$ cat config.mk
export PLATFORM = sky130hd
export DESIGN_NAME = ccr_regs
export DESIGN_NICKNAME = d
export VERILOG_FILES = /design/src/pkg/ccr_pkg.sv /design/src/logic/ccr_cmp_shape.sv /design/src/logic/ccr_regs.sv
export SDC_FILE = /design/constraint.sdc
export NUM_CORES = 1
export LEC_CHECK = 0
export BUFFER_PORTS_ARGS = -buffer_cell sky130_fd_sc_hd__buf_2
export CORE_MARGIN = 2
export CORE_UTILIZATION = 58
export CTS_CLUSTER_SIZE = 10
export DETAILED_ROUTE_END_ITERATION = 6
export PLACE_DENSITY = 0.86
export SLEW_MARGIN = 40
export SYNTH_ARGS = -nofsm -noshare
export SYNTH_HDL_FRONTEND = slang
export SYNTH_HIERARCHICAL = 1
export SYNTH_SLANG_ARGS = --single-unit
$ cat constraint.sdc
create_clock -name hclk -period 4 [get_ports hclk]
set_clock_uncertainty 0.05 [all_clocks]
set_input_delay 0.2 -clock hclk [delete_from_list [all_inputs] [get_ports hclk]]
set_output_delay 0.2 -clock hclk [all_outputs]
set_load 0.005 [all_outputs]
$ cat src/pkg/ccr_pkg.sv
// ccr_pkg: constants of the comparator control register bank
// assumes a 32-bit AHB-Lite register bus and one 25 MHz hclk domain
//
// Notes on behaviour
// - one register per channel pair; upper nibble odd, lower even, reset zero
// - channel bit 7 set inverts the odd comparator output
// - channel bit 5 turns odd comparator hysteresis off when set
// - channel bit 4 enables the odd comparator; clear holds output low
// - channel bit 3 set inverts the even comparator output
// - channel bit 1 turns even comparator hysteresis off when set
// - channel bit 0 enables the even comparator; clear forces output low
// - six bank registers, only bits 3, 1 and 0 stored, reset zero
// - bank bit 3 set inverts that comparator output
// - bank bit 1 turns that comparator hysteresis off when set
// - bank bit 0 enables that comparator; clear drives output low
// - bank bits 7:4 read back the last internal data bus value
// - each bank comparator raises an interrupt request when its output rises
package ccr_pkg;

  // =====================================================================
  // sizes
  localparam int unsigned CCR_NUM_CH_REG = 4;
  localparam int unsigned CCR_NUM_BANK = 6;
  localparam int unsigned CCR_NUM_REG = 10;
  localparam int unsigned CCR_NUM_CMP = 14;
  localparam int unsigned CCR_BANK_BASE = 8;
  localparam logic [3:0] CCR_BANK_FIRST = 4'h4;

  // =====================================================================
  // register indexes; byte address is four times the index
  localparam logic [9:0] CCR_IDX_CHANNEL_CMP_CTRL_0 = 10'h0C0;
  localparam logic [9:0] CCR_IDX_CHANNEL_CMP_CTRL_2 = 10'h0C1;
  localparam logic [9:0] CCR_IDX_CHANNEL_CMP_CTRL_4 = 10'h0C2;
  localparam logic [9:0] CCR_IDX_CHANNEL_CMP_CTRL_6 = 10'h0C3;
  localparam logic [9:0] CCR_IDX_BANK_CMP_CTRL_8 = 10'h0C4;
  localparam logic [9:0] CCR_IDX_BANK_CMP_CTRL_9 = 10'h0C5;
  localparam logic [9:0] CCR_IDX_BANK_CMP_CTRL_10 = 10'h0C6;
  localparam logic [9:0] CCR_IDX_BANK_CMP_CTRL_11 = 10'h0C7;
  localparam logic [9:0] CCR_IDX_BANK_CMP_CTRL_12 = 10'h0C8;
  localparam logic [9:0] CCR_IDX_BANK_CMP_CTRL_13 = 10'h0C9;

  // =====================================================================
  // field positions
  localparam int unsigned CCR_BIT_INV_ODD = 7;
  localparam int unsigned CCR_BIT_HOFF_ODD = 5;
  localparam int unsigned CCR_BIT_EN_ODD = 4;
  localparam int unsigned CCR_BIT_INV_EVEN = 3;
  localparam int unsigned CCR_BIT_HOFF_EVEN = 1;
  localparam int unsigned CCR_BIT_EN_EVEN = 0;
  localparam int unsigned CCR_BIT_INV = 3;
  localparam int unsigned CCR_BIT_HOFF = 1;
  localparam int unsigned CCR_BIT_EN = 0;

  // =====================================================================
  // masks and reset values
  localparam logic [7:0] CCR_CH_MASK = 8'hBB;
  localparam logic [7:0] CCR_BANK_MASK = 8'h0B;
  localparam logic [7:0] CCR_BANK_BUS_MASK = 8'hF0;
  localparam logic [7:0] CCR_REG_RST = 8'h00;
  localparam logic [7:0] CCR_BUS_RST = 8'h00;

  // =====================================================================
  // bus encodings
  localparam int unsigned CCR_HTRANS_ACTIVE_BIT = 1;
  localparam logic CCR_HRESP_OKAY = 1'b0;
  localparam logic [19:0] CCR_ADDR_HI_ZERO = 20'h00000;

endpackage : ccr_pkg

$ cat src/logic/ccr_cmp_shape.sv
// ccr_cmp_shape: registered comparator output shaping and bank event pulses
// assumes control bits come straight from the register flops in hclk domain
`timescale 1ns/10ps
module ccr_cmp_shape
  import ccr_pkg::*;
#(
  parameter int unsigned N_CMP = CCR_NUM_CMP,
  parameter int unsigned N_BANK = CCR_NUM_BANK,
  parameter int unsigned BANK_BASE = CCR_BANK_BASE
) (
  // clock and reset
  input wire logic hclk,
  input wire logic hresetn,
  // controls and raw comparisons
  input wire logic [N_CMP-1:0] cmp_raw,
  input wire logic [N_CMP-1:0] cmp_inv,
  input wire logic [N_CMP-1:0] cmp_en,
  input wire logic [N_CMP-1:0] cmp_hoff,
  // shaped results
  output logic [N_CMP-1:0] cmp_out,
  output logic [N_CMP-1:0] cmp_hysteresis_off,
  output logic [N_BANK-1:0] bank_irq
);

  // =====================================================================
  // state
  typedef struct packed {
    logic [N_CMP-1:0] out;
    logic [N_CMP-1:0] hoff;
    logic [N_BANK-1:0] irq;
  } ccr_shape_s;

  ccr_shape_s st_ff;
  ccr_shape_s nxt_st;
  logic [N_CMP-1:0] shaped;

  for (genvar i = 0; i < N_CMP; i++) begin : g_shape
    assign shaped[i] = (cmp_raw[i] ^ cmp_inv[i]) & cmp_en[i];
  end

  always_comb begin
    nxt_st = st_ff;
    nxt_st.out = shaped;
    nxt_st.hoff = cmp_hoff;
    // rising edge of a bank output
    nxt_st.irq = shaped[BANK_BASE +: N_BANK] & ~st_ff.out[BANK_BASE +: N_BANK];
  end

  always_ff @(posedge hclk or negedge hresetn) begin
    if (!hresetn) begin
      st_ff <= '0;
    end else begin
      st_ff <= nxt_st;
    end
  end

  assign cmp_out = st_ff.out;
  assign cmp_hysteresis_off = st_ff.hoff;
  assign bank_irq = st_ff.irq;
endmodule : ccr_cmp_shape

$ cat src/logic/ccr_regs.sv
// ccr_regs: comparator control register bank on an AHB-Lite slave port
// assumes one master, single word transfers, hready fed back from hreadyout
//
// Our own choice: the AHB-Lite register port.
`timescale 1ns/10ps
module ccr_regs
  import ccr_pkg::*;
(
  // clock and reset
  input wire logic hclk,
  input wire logic hresetn,
  // ahb-lite slave
  input wire logic hsel,
  input wire logic [31:0] haddr,
  input wire logic [1:0] htrans,
  input wire logic hwrite,
  input wire logic [2:0] hsize,
  input wire logic [31:0] hwdata,
  input wire logic hready,
  output logic [31:0] hrdata,
  output logic hreadyout,
  output logic hresp,
  // comparators
  input wire logic [CCR_NUM_CMP-1:0] cmp_raw,
  output logic [CCR_NUM_CMP-1:0] cmp_out,
  output logic [CCR_NUM_CMP-1:0] cmp_hysteresis_off,
  output logic [CCR_NUM_BANK-1:0] bank_irq
);

  // =====================================================================
  // state
  typedef struct packed {
    logic [CCR_NUM_REG-1:0][7:0] regs;
    logic [7:0] internal_data_bus;
    logic wr_pend;
    logic [3:0] wr_idx;
    logic [31:0] hrdata;
    logic hreadyout;
    logic hresp;
  } ccr_regs_s;

  localparam ccr_regs_s CCR_STATE_RST = '{
    regs: {CCR_NUM_REG{CCR_REG_RST}},
    internal_data_bus: CCR_BUS_RST,
    wr_pend: 1'b0,
    wr_idx: 4'h0,
    hrdata: 32'h00000000,
    hreadyout: 1'b1,
    hresp: CCR_HRESP_OKAY
  };

  ccr_regs_s st_ff;
  ccr_regs_s nxt_st;

  logic acc;
  logic hit;
  logic [9:0] widx;
  logic [3:0] ridx;
  logic [7:0] rd;
  logic [CCR_NUM_CMP-1:0] cmp_inv;
  logic [CCR_NUM_CMP-1:0] cmp_en;
  logic [CCR_NUM_CMP-1:0] cmp_hoff;

  // =====================================================================
  // field helpers
  function automatic logic [7:0] reg_mask(input logic [3:0] idx);
    logic [7:0] m;
    m = (idx < CCR_BANK_FIRST) ? CCR_CH_MASK : CCR_BANK_MASK;
    return m;
  endfunction : reg_mask

  function automatic logic [7:0] read_val(
    input logic [3:0] idx,
    input logic [CCR_NUM_REG-1:0][7:0] r,
    input logic [7:0] bus
  );
    logic [7:0] v;
    if (idx < CCR_BANK_FIRST) begin
      v = r[idx];
    end else begin
      v = (bus & CCR_BANK_BUS_MASK) | r[idx];
    end
    return v;
  endfunction : read_val

  // =====================================================================
  // address decode
  assign acc = hsel && hready && htrans[CCR_HTRANS_ACTIVE_BIT];
  assign widx = haddr[11:2];
  assign hit = (haddr[31:12] == CCR_ADDR_HI_ZERO) && (haddr[1:0] == 2'h0)
    && (widx >= CCR_IDX_CHANNEL_CMP_CTRL_0) && (widx <= CCR_IDX_BANK_CMP_CTRL_13);
  assign ridx = 4'(widx - CCR_IDX_CHANNEL_CMP_CTRL_0);

  // =====================================================================
  // register file and bus answer
  always_comb begin
    nxt_st = st_ff;
    rd = 8'h00;
    nxt_st.hreadyout = 1'b1;
    nxt_st.hresp = CCR_HRESP_OKAY;
    nxt_st.wr_pend = 1'b0;
    // data phase of a write; reserved bits never stored
    if (st_ff.wr_pend) begin
      nxt_st.regs[st_ff.wr_idx] = hwdata[7:0] & reg_mask(st_ff.wr_idx);
      nxt_st.internal_data_bus = hwdata[7:0];
    end
    if (acc && hit && hwrite) begin
      nxt_st.wr_pend = 1'b1;
      nxt_st.wr_idx = ridx;
    end
    nxt_st.hrdata = 32'h00000000;
    // read sees a write that completes in the same cycle
    if (acc && !hwrite && hit) begin
      rd = read_val(ridx, nxt_st.regs, nxt_st.internal_data_bus);
      nxt_st.hrdata = {24'h000000, rd};
      nxt_st.internal_data_bus = rd;
    end
  end

  always_ff @(posedge hclk or negedge hresetn) begin
    if (!hresetn) begin
      st_ff <= CCR_STATE_RST;
    end else begin
      st_ff <= nxt_st;
    end
  end

  assign hrdata = st_ff.hrdata;
  assign hreadyout = st_ff.hreadyout;
  assign hresp = st_ff.hresp;

  // =====================================================================
  // control fan-out to comparators
  for (genvar c = 0; c < CCR_NUM_CH_REG; c++) begin : g_chan
    assign cmp_inv[2*c+1] = st_ff.regs[c][CCR_BIT_INV_ODD];
    assign cmp_hoff[2*c+1] = st_ff.regs[c][CCR_BIT_HOFF_ODD];
    assign cmp_en[2*c+1] = st_ff.regs[c][CCR_BIT_EN_ODD];
    assign cmp_inv[2*c] = st_ff.regs[c][CCR_BIT_INV_EVEN];
    assign cmp_hoff[2*c] = st_ff.regs[c][CCR_BIT_HOFF_EVEN];
    assign cmp_en[2*c] = st_ff.regs[c][CCR_BIT_EN_EVEN];
  end

  for (genvar b = 0; b < CCR_NUM_BANK; b++) begin : g_bank
    assign cmp_inv[CCR_BANK_BASE+b] = st_ff.regs[CCR_NUM_CH_REG+b][CCR_BIT_INV];
    assign cmp_hoff[CCR_BANK_BASE+b] = st_ff.regs[CCR_NUM_CH_REG+b][CCR_BIT_HOFF];
    assign cmp_en[CCR_BANK_BASE+b] = st_ff.regs[CCR_NUM_CH_REG+b][CCR_BIT_EN];
  end

  ccr_cmp_shape #(
    .N_CMP(CCR_NUM_CMP),
    .N_BANK(CCR_NUM_BANK),
    .BANK_BASE(CCR_BANK_BASE)
  ) u_shape (
    .hclk(hclk),
    .hresetn(hresetn),
    .cmp_raw(cmp_raw),
    .cmp_inv(cmp_inv),
    .cmp_en(cmp_en),
    .cmp_hoff(cmp_hoff),
    .cmp_out(cmp_out),
    .cmp_hysteresis_off(cmp_hysteresis_off),
    .bank_irq(bank_irq)
  );
endmodule : ccr_regs

==> reports/summary.txt, run 1 <==
initial antenna violation count: 0
final setup margin: 1.241 ns
row count: 37
Top delay family on crit path: flip-flops
P&R area growth vs syn: 18.83%
Post-Synthesis Cells: 563
CP bufs+invs: 0
drt wl/cell: 18.17 um
CP max FO: 25
crit share post-route: 0.6897
Post-synth top cells: dfrtp_1 (131), nand2_1 (61), buf_4 (37), and2_1 (33), mux2_2 (30)
antenna viol nets, final: 0
worst vdd ir: 238.5 uV
crit-path cells: nand3_1 -> nor2_8 -> mux2_1 -> o31a_1 -> o221ai_1 -> a311oi_1
post-synthesis sequential area ratio: 0.5236
vias in the first global route: 4,704
Hold WC Path Type: in -> reg
CTS Buffer Depth: 2
Worst setup EP type: register
YS warnings: 6
NetSw: 0.0006468 W
largest net degree at the start of global routing: 72
IO Pins: 156
hold_ws: 0.01248 ns
Setup Viol. Count Final: 0
Final HPWL DP: 9568 um
GRT Total Usage: 0.2629
H-tree levels: 4
RSZ-0062 raised after global routing: false
Root Driver: clkbuf_8
Final Power: 0.003090 W
Synth Area in Adders: 0
Die X: 107.9 um
number of remaining DRC errors: 0
multiplexer share of the synthesized area: 0.07914
Post-synth EDFFs: 0
Cell Pwr Density: 415.3 mW/mm2
Critical Path AT: 3.09 ns
Initial Util: 0.6011
syn avg cell area: 11.12 um2
total die area: 0.01164 mm2
total number of vias: 4,789
normalized max-slew margin: 0.4425
Worst EP required: 4.33 ns
status: finished, final reports clean
CP peak stage delay: 0.89 ns
Hold-fix buffers, CTS: 21
CTS sink count: 131
Clk pwr share: 0.496
Hold Violations, Final: 0
fin. max-slew vios: 0
port bufs: 100
gr ovfl total: 0
worst slew pin tran: 0.8362 ns
Clock Latency Late Sink: 0.52 ns
Yosys top cell area share: 0.5236
total CTS buffers: 17
Max Cap Viol: 0
WS Path Type: reg -> reg
most common cell in the netlist: dfrtp_1
pre-CTS setup slack: 1.352 ns
Post-Synth Simple-Gate Area: 0.1861
clock transition at the registers of the reported paths: 0.06 ns
Yosys reg bits: 131
Placer Congestion: 0.8921
layout cells sized above 1: 0.2596
Gate power share: 0.065
Peak Freq: 362.5 MHz
Final nets: 756
Post-Synth XOR/XNOR Area: 0.02238
P_leak: 3.657 nW
Placeable Area: 0.01042 mm2
Mapped Area: 0.006261 mm2
complex-gate fraction of the synthesized area: 0.1177
Die Y: 107.9 um
largest area contributor in the netlist: dfrtp_1
1st-pass router iterations: 5
Sw Ratio: 0.2093
Post-CTS Setup Inserts: 0
post-route setup TNS: 0 ns
first-pass GRT wire length: 23,590 um
P_int: 0.002443 W
Slowest-stage cell, CP: dfrtp_1
register share of total power: 0.439
CTS tree: yes
Yosys cell types: 78
combinational family with the most area after synthesis: simple AND/OR/NAND/NOR gates
post-route minimum period: 2.759 ns
diode count: 0
DR iter-0 viols: 417
async set-reset flop share out of synthesis: 1.000
post-cts sizing count: 0
final WL: 14,790 um
Via density: 5.883
synth top area cells: dfrtp_1 (52%), mux2_2 (5.4%), buf_4 (4.4%)
ys flop type: dfrtp_1
CP Launch Type: register
cells in the final DEF (no fill, tap or decap), types with 6 or more instances in the layout:
master           n
nand2b_1         8
mux2_2          30
and2_1          33
and3_1           8
inv_1           11
xor2_1          15
nor2_1          18
nand2_1         61
o221ai_1         7
nand3_1          7
and3b_1          6
o21ai_0          6
conb_1          26
a21oi_1         18
dlygate4sd3_1   21
nor3_1           7
dfrtp_1        131
nor2b_1         15
clkbuf_16       16
buf_2           98
mux2i_1          9
worst reg2reg max path: cells and delay by family, from the launching register on:
family | cells | cell delay, ns
AND/OR/NAND/NOR | 2 | 0.77
AO/OA/AOI/OAI | 3 | 0.55
flip-flops | 1 | 0.89
multiplexers | 1 | 0.36
kinds of logic (layout without fill, tap and decap cells):
group | Yosys count | count (layout)
compound gates | 98 | 98
buf+inv | 73 | 164
mux | 44 | 44
flops | 131 | 131
simple gates | 199 | 199
xor+xnor | 16 | 16
other cells | 2 | 26
state kept, by name, summed over array words and instances, names as in the netlist:
register / cells
cmp_inv: 14
cmp_hoff: 14
u_shape/cmp_hysteresis_off: 14
u_shape/bank_irq: 6
hrdata: 8
u_shape/cmp_out: 14
cmp_en: 14
st_ff: 47
path summary, 6_finish.rpt:
path                                  start                             to  slack (ns)  depth (start not counted)
worst max-delay path              st_ff[34]                      hrdata[0]        1.24                          6
worst min-delay path              hwdata[1]                   cmp_hoff[12]        0.01                          3
min in group asynchronous           hresetn             u_shape/cmp_out[6]        0.21                          2
worst max register to register    st_ff[34]                      hrdata[0]        1.24                          6
max in group asynchronous           hresetn                   cmp_hoff[11]        2.82                          3
worst min register to register  cmp_hoff[7]  u_shape/cmp_hysteresis_off[7]        0.34                          0
layout make-up:
| cell class | instances | area [um2] |
|---|---|---|
| sequential | 131 | 3278 |
| clock buffer | 23 | 446.7 |
| fill | 698 | 2977 |
| tap | 136 | 170.2 |
| multi-input combinational | 383 | 2635 |
| inverter | 12 | 45.04 |
| clock inverter | 6 | 130.1 |
| timing repair buffer | 123 | 734.5 |
power by group through the flow:
stage	Sequential [W]	Combinational [W]	Clock, W
floorplan	0.00138	0.000103	0
global placement	0.00138	0.000173	0
detailed placement	0.00138	0.000180	0
CTS	0.00136	0.000199	0.00155
global route	0.00136	0.000221	0.00161
finish	0.00136	0.000201	0.00153
per-layer routing:
layer  share of wire  wire length (um)  global-route usage  vias up
met2            0.49              7274              0.4115      242
met1            0.42              6164              0.3498     2341
met3           0.060               883             0.06356       52
met4           0.032               470              0.1190        0
li1                -                 -                   -     2154
met5               0                 0                   0        -
through the flow:
stage               std cells  area (um2)    util
floorplan                 587        6351       -
global placement          764        6646  0.6381
detailed placement        764        6650  0.6384
CTS                       814        7437  0.7140
global route              814        7440  0.7142
finish                    814        7440  0.7142
No activity file was read; power rests on OpenSTA's default activity.
==> run 2, diff against run 1 <==
- ABC_AREA: not set -> 1
- CORE_UTILIZATION: 58 -> 54
- PLACE_DENSITY: 0.86 -> 0.81
- clock period: 4 -> 2.85 ns (I/O delays scaled with it)
==> run 2 against run 1 <==
Area after synthesis is essentially flat. Cell area grew 2.0%. Critical path depth grew 7. First-iteration DRC count grew 16%. Largest power group unchanged.
==> reports/summary.txt, run 2 <==
most common cell after layout, fill and taps aside: nand2_1 (was dfrtp_1)
gr ovfl total: 0 (unchanged)
RSZ-0062 raised after global routing: false (unchanged)
H-tree levels: 4 (unchanged)
syn avg cell area: 8.046 um2 (was 11.12 um2)
number of remaining DRC errors: 0 (unchanged)
most common cell in the netlist: nand2_1 (was dfrtp_1)
port bufs: 100 (unchanged)
CP Launch Type: register (unchanged)
Setup Viol. Count Final: 0 (unchanged)
Yosys reg bits: 131 (unchanged)
Peak Freq: 443.2 MHz (was 362.5 MHz)
GRT Total Usage: 0.2518 (was 0.2629)
layout cells sized above 1: 0.1832 (was 0.2596)
CTS Buffer Depth: 2 (unchanged)
synth top area cells: dfrtp_1 (52%), nand2_1 (13%), inv_1 (6.2%) (was dfrtp_1 (52%), mux2_2 (5.4%), buf_4 (4.4%))
Hold WC Path Type: in -> reg (unchanged)
Final nets: 992 (was 756)
Via density: 5.086 (was 5.883)
ys flop type: dfrtp_1 (unchanged)
hold_ws: 0.004012 ns (was 0.01248 ns)
Post-synth EDFFs: 0 (unchanged)
most frequent cells in the layout: nand2_1 (219), dfrtp_1 (131), inv_1 (103) (was dfrtp_1 (131), buf_2 (98), nand2_1 (61))
CTS sink count: 131 (unchanged)
Top delay family on crit path: simple AND/OR/NAND/NOR gates (was flip-flops)
max reg flops: 47 (unchanged)
CP bufs+invs: 2 (was 0)
fin. max-slew vios: 0 (unchanged)
Cell Pwr Density: 571.0 mW/mm2 (was 415.3 mW/mm2)
Hold-fix buffers, CTS: 22 (was 21)
vias in the first global route: 5,321 (was 4,704)
async set-reset flop share out of synthesis: 1.000 (unchanged)
P&R area growth vs syn: 21.27% (was 18.83%)
diode count: 0 (unchanged)
Die Y: 111.7 um (was 107.9 um)
largest net degree at the start of global routing: 64 (was 72)
normalized max-slew margin: 0.6181 (was 0.4425)
Initial Util: 0.5506 (was 0.6011)
design area: 0.007591 mm2 (was 0.007440 mm2)
Die X: 111.7 um (was 107.9 um)
crit share post-route: 0.7916 (was 0.6897)
CP dominant cell by count: nand2_1
final setup margin: 0.5938 ns (was 1.241 ns)
Root Driver: clkbuf_16 (was clkbuf_8)
post-route setup TNS: 0 ns (unchanged)
worst vdd ir: 425.9 uV (was 238.5 uV)
IO Pins: 156 (unchanged)
status: finished, final reports clean (unchanged)
Yosys top cell area share: 0.5237 (was 0.5236)
Worst setup EP type: register (unchanged)
drt wl/cell: 14.08 um (was 18.17 um)
Placer Congestion: 0.8943 (was 0.8921)
post-route minimum period: 2.256 ns (was 2.759 ns)
WS Path Type: reg -> reg (unchanged)
Post-synth top cells: nand2_1 (219), dfrtp_1 (131), inv_1 (103), nor2_1 (96), nand3_1 (65) (was dfrtp_1 (131), nand2_1 (61), buf_4 (37), and2_1 (33), mux2_2 (30))
first-pass GRT wire length: 24,840 um (was 23,590 um)
Critical Path AT: 2.56 ns (was 3.09 ns)
post-cts sizing count: 0 (unchanged)
initial antenna violation count: 0 (unchanged)
pre-CTS setup slack: 0.7622 ns (was 1.352 ns)
Clock Latency Late Sink: 0.42 ns (was 0.52 ns)
CP max FO: 9 (was 25)
post-synthesis sequential area ratio: 0.5237 (was 0.5236)
DR iter-0 viols: 482 (was 417)
Post-CTS Setup Inserts: 0 (unchanged)
Yosys cell types: 29 (was 78)
Worst EP required: 3.15 ns (was 4.33 ns)
CTS tree: yes (unchanged)
total CTS buffers: 17 (unchanged)
Mapped Area: 0.006260 mm2 (was 0.006261 mm2)
largest area contributor in the netlist: dfrtp_1 (unchanged)
Post-Synthesis Cells: 778 (was 563)
crit-path cells: nor2_2 -> inv_2 -> nor2_2 -> nand2_1 -> nand2_1 -> nand2_1 -> nand2_1 -> nand2_1 -> nand2_1 -> nand2_1 -> nand2_1 -> nand2_1 -> inv_1 (was nand3_1 -> nor2_8 -> mux2_1 -> o31a_1 -> o221ai_1 -> a311oi_1)
Slowest-stage cell, CP: dfrtp_1 (unchanged)
1st-pass router iterations: 5 (unchanged)
total number of vias: 5,391 (was 4,789)
Core Util, Final: 0.6677 (was 0.7142)
row count: 39 (was 37)
final WL: 14,930 um (was 14,790 um)
Max Cap Viol: 0 (unchanged)
Hold Violations, Final: 0 (unchanged)
clock transition at the registers of the reported paths: 0.06 ns (about the same)
dpl cell area: 0.006766 mm2 (was 0.006650 mm2)
worst slew pin tran: 0.5729 ns (was 0.8362 ns)
FILL cells: 913 (was 698)
total die area: 0.01247 mm2 (was 0.01164 mm2)
CP peak stage delay: 0.44 ns (was 0.89 ns)
YS warnings: 6 (unchanged)
antenna viol nets, final: 0 (unchanged)
largest register by flop count: st_ff (unchanged)
Final HPWL DP: 10,270 um (was 9568 um)
Placeable Area: 0.01137 mm2 (was 0.01042 mm2)
P_leak: 4.062 nW (was 3.657 nW)
-- run 2: cell count changes in the layout (fill, tap and decap cells not counted), moves of 9 or more --
cell	previous run	this run
nand2_1	61	219
inv_1	11	103
nor2_1	18	96
nand3_1	7	65
mux2_2	30	0
o21ai_0	6	25
and2_1	33	17
nor2b_1	15	0
xor2_1	15	0
mux2i_1	9	0
-- run 2: path summary, 6_finish.rpt --
kind	cells after the start	slack (ns)	from	endpoint
hold / removal	5	0.004	hwdata[6]	st_ff[45]
max in group asynchronous	3	1.74	hresetn	hrdata[7]
min in group asynchronous	2	0.21	hresetn	cmp_inv[7]
hold reg to reg	0	0.32	cmp_hoff[6]	u_shape/cmp_hysteresis_off[6]
setup reg to reg	13	0.59	st_ff[36]	hrdata[5]
setup / recovery	13	0.59	st_ff[36]	hrdata[5]
-- run 2: area by class of cell --
class / count / area, um2 / area share
clock buffer: 22 / 474.2 / 0.06247
tap: 143 / 178.9 / 0.02357
inverter: 106 / 397.9 / 0.05241
clock inverter: 10 / 130.1 / 0.01714
timing repair buffer: 132 / 810.8 / 0.1068
sequential: 131 / 3278 / 0.4318
multi-input combinational: 516 / 2321 / 0.3058
-- run 2: stage by stage --
step | instances | total power, W
5_1_grt | 1060 | 0.004475
4_1_cts | 1060 | 0.004340
2_1_floorplan | 802 | 0.002018
3_5_place_dp | 1006 | 0.002122
6_report | 1060 | 0.004335
3_3_place_gp | 1006 | 0.002118
-- run 2: power breakdown --
part	switching, W	internal [W]
clock network	0.000783	0.00144
registers	0.00000197	0.00187
logic	0.000159	0.0000872
total	0.000945	0.00339
-- run 2: worst reg2reg max path, stage by stage, from the launching register on --
cell and delay, ns:
dfrtp_1 0.44, nor2_2 0.38, inv_2 0.13, nor2_2 0.40, nand2_1 0.12, nand2_1 0.12
nand2_1 0.07, nand2_1 0.06, nand2_1 0.08, nand2_1 0.08, nand2_1 0.04, nand2_1 0.06
nand2_1 0.08, inv_1 0.06
-- run 2: kinds of logic after synthesis --
kind of cell / after synthesis / share of synthesized area
simple gates: 445 / 0.3166
buf+inv: 155 / 0.1199
flops: 131 / 0.5237
compound gates: 45 / 0.03858
other cells: 2 / 0.001200
-- run 2: routing by layer --
metal  share of wire  GRT usage  up-vias  routed length [um]
met4           0.050     0.1473        0                 746
met1            0.41     0.3212     2480                6128
li1                -          -     2610                   -
met2            0.47     0.4032      249                7019
met3           0.069    0.04790       52                1033
met5               0          0        -                   0
==> run 3, diff against run 2 <==
- CORE_UTILIZATION: 54 -> 48
- PLACE_DENSITY: 0.81 -> 0.76
- clock period: 2.85 -> 2 ns (I/O delays scaled with it)
==> run 3 against run 2 <==
Register-to-register slack worse by 0.43 ns. Core utilization shrank 4.1 points. Wire length grew 0.15%. First-iteration DRC count decreased by 28%. Total power grew 49%. Critical path depth unchanged. Via count down 1.0%. Sequential share of layout area is 1.8 points lower. Largest cell class unchanged. Hold slack improved by 0.030 ns. Combinational power increased by 49%. Cell area up 4.6%.
==> reports/summary.txt, run 3 (synthesized netlist as in run 2, its figures left out) <==
status: finished, final reports clean (unchanged)
gr ovfl total: 0 (unchanged)
initial antenna violation count: 0 (unchanged)
Slowest-stage cell, CP: dfrtp_2 (was dfrtp_1)
normalized max-slew margin: 0.5461 (was 0.6181)
Peak Freq: 544.9 MHz (was 443.2 MHz)
crit-path cells: nor2_4 -> buf_4 -> nand2_2 -> nand2_2 -> o21ai_2 -> nand2_1 -> nand2_1 -> nand2_1 -> nand2_1 -> nand2_1 -> nand2_1 -> nand2_1 -> inv_1 (was nor2_2 -> inv_2 -> nor2_2 -> nand2_1 -> nand2_1 -> nand2_1 -> nand2_1 -> nand2_1 -> nand2_1 -> nand2_1 -> nand2_1 -> nand2_1 -> inv_1)
max reg flops: 47 (unchanged)
GRT Total Usage: 0.2233 (was 0.2518)
total number of vias: 5,335 (was 5,391)
Worst R2R Path Depth: 13 (unchanged)
Final nets: 1,018 (was 992)
pre-CTS setup slack: 0.1434 ns (was 0.7622 ns)
Final HPWL DP: 10,580 um (was 10,270 um)
CTS Buffer Depth: 2 (unchanged)
diode count: 0 (unchanged)
Worst setup EP type: register (unchanged)
vias in the first global route: 5,076 (was 5,321)
total die area: 0.01397 mm2 (was 0.01247 mm2)
Placer Congestion: 0.9235 (was 0.8943)
DR iter-0 viols: 346 (was 482)
hold_ws: 0.03411 ns (was 0.004012 ns)
Die X: 118.2 um (was 111.7 um)
R2R Setup Slk: 0.16 ns (was 0.59 ns)
Hold WC Path Type: in -> reg (unchanged)
Critical Path AT: 2.10 ns (was 2.56 ns)
P&R area growth vs syn: 26.88% (was 21.27%)
largest register by flop count: st_ff (unchanged)
worst vdd ir: 660.2 uV (was 425.9 uV)
Hold Path Stages: 6 (was 5)
fin. max-slew vios: 0 (unchanged)
Via density: 4.785 (was 5.086)
WS Path Type: reg -> reg (unchanged)
r2r endpoint: hrdata[5] (unchanged)
CP peak stage delay: 0.45 ns (was 0.44 ns)
final setup margin: 0.1649 ns (was 0.5938 ns)
antenna viol nets, final: 0 (unchanged)
drt wl/cell: 13.41 um (was 14.08 um)
1st-pass router iterations: 5 (unchanged)
P_leak: 4.198 nW (was 4.062 nW)
most common cell after layout, fill and taps aside: nand2_1 (unchanged)
clock transition at the registers of the reported paths: 0.06 ns (about the same)
hold path startpoint: haddr[24] (was hwdata[6])
Die Y: 118.2 um (was 111.7 um)
CTS tree: yes (unchanged)
Initial Util: 0.4940 (was 0.5506)
most frequent cells in the layout: nand2_1 (218), dfrtp_1 (126), inv_1 (102) (was nand2_1 (219), dfrtp_1 (131), inv_1 (103))
number of remaining DRC errors: 0 (unchanged)
Cell Pwr Density: 810.8 mW/mm2 (was 571.0 mW/mm2)
largest net degree at the start of global routing: 54 (was 64)
total CTS buffers: 17 (unchanged)
row count: 41 (was 39)
Endpoint, Worst Hold: st_ff[46] (was st_ff[45])
CP dominant cell by count: nand2_1 (unchanged)
Clock Latency Late Sink: 0.42 ns (about the same)
post-route setup TNS: 0 ns (unchanged)
IO Pins: 156 (unchanged)
Final Power: 0.006440 W (was 0.004335 W)
Setup Viol. Count Final: 0 (unchanged)
Max Cap Viol: 0 (unchanged)
Hold Violations, Final: 0 (unchanged)
first-pass GRT wire length: 24,440 um (was 24,840 um)
Root Driver: clkbuf_16 (unchanged)
port bufs: 100 (unchanged)
crit share post-route: 0.9175 (was 0.7916)
RR Startpoint: st_ff[36] (unchanged)
Worst EP required: 2.27 ns (was 3.15 ns)
final WL: 14,950 um (was 14,930 um)
Core Util, Final: 0.6268 (was 0.6677)
H-tree levels: 4 (unchanged)
layout cells sized above 1: 0.2153 (was 0.1832)
CTS sink count: 131 (unchanged)
post-route minimum period: 1.835 ns (was 2.256 ns)
Placeable Area: 0.01267 mm2 (was 0.01137 mm2)
worst slew pin tran: 0.6808 ns (was 0.5729 ns)
CP Launch Type: register (unchanged)
CP max FO: 7 (was 9)
==> run 3: worst max-delay path by stage <==
stage / startpoint / end / slack, ns / cells past startpoint
after floorplan: st_ff[36] / st_ff[45] / 0.39 / 11
final: st_ff[36] / hrdata[5] / 0.16 / 13
after global placement: st_ff[37] / hrdata[1] / 0.17 / 11
after detailed placement: st_ff[37] / hrdata[3] / 0.14 / 11
after CTS: st_ff[36] / hrdata[5] / 0.10 / 14
after global routing: st_ff[34] / st_ff[44] / -0.02 / 14
==> run 3: area by class of cell <==
class                           instances  area [um2]
Tap cell                              172       215.2
Multi-Input combinational cell        516        2351
Inverter                              106       401.6
Clock buffer                           19       442.9
Sequential cell                       131        3284
Timing Repair Buffer                  158        1040
Fill cell                            1073        4728
Clock inverter                         13       207.7
==> run 3: what timing repair did <==
item | CTS | global route
hold buffers | 24 | 0
endpoints found under the setup margin | 0 | 5
setup buffers | 0 | 2
resized for setup | 0 | 15
hold endpoints to repair | 91 | 0
==> run 3: metrics by stage <==
step,cells,cell area (um2)
floorplan,802,6350
global placement,1057,6993
detailed placement,1057,6993
CTS,1113,7884
global route,1115,7943
finish,1115,7943
==> run 3: per-layer routing <==
metal	vias up	track usage	wire length [um]
li1	2662	-	-
met1	2446	0.2901	6355
met2	200	0.3620	7334
met3	27	0.05212	952
met4	0	0.08886	307
met5	-	0	0
==> run 3: worst max-delay path: cells and delay by family, from the launching register on <==
kind / cells / cell delay, ns
AO/OA/AOI/OAI: 1 / 0.07
buffers and inverters: 2 / 0.20
flip-flops: 1 / 0.45
AND/OR/NAND/NOR: 10 / 0.98
==> run 3: where the power goes <==
part / internal (W) / total [W] / switching (W) / leakage (nW)
clock: 0.00224 / 0.00341 / 0.00117 / 0.317
combinational: 0.000137 / 0.000367 / 0.000230 / 2.22
sequential: 0.00266 / 0.00266 / 0.00000262 / 1.66
total: 0.00504 / 0.00644 / 0.00140 / 4.20
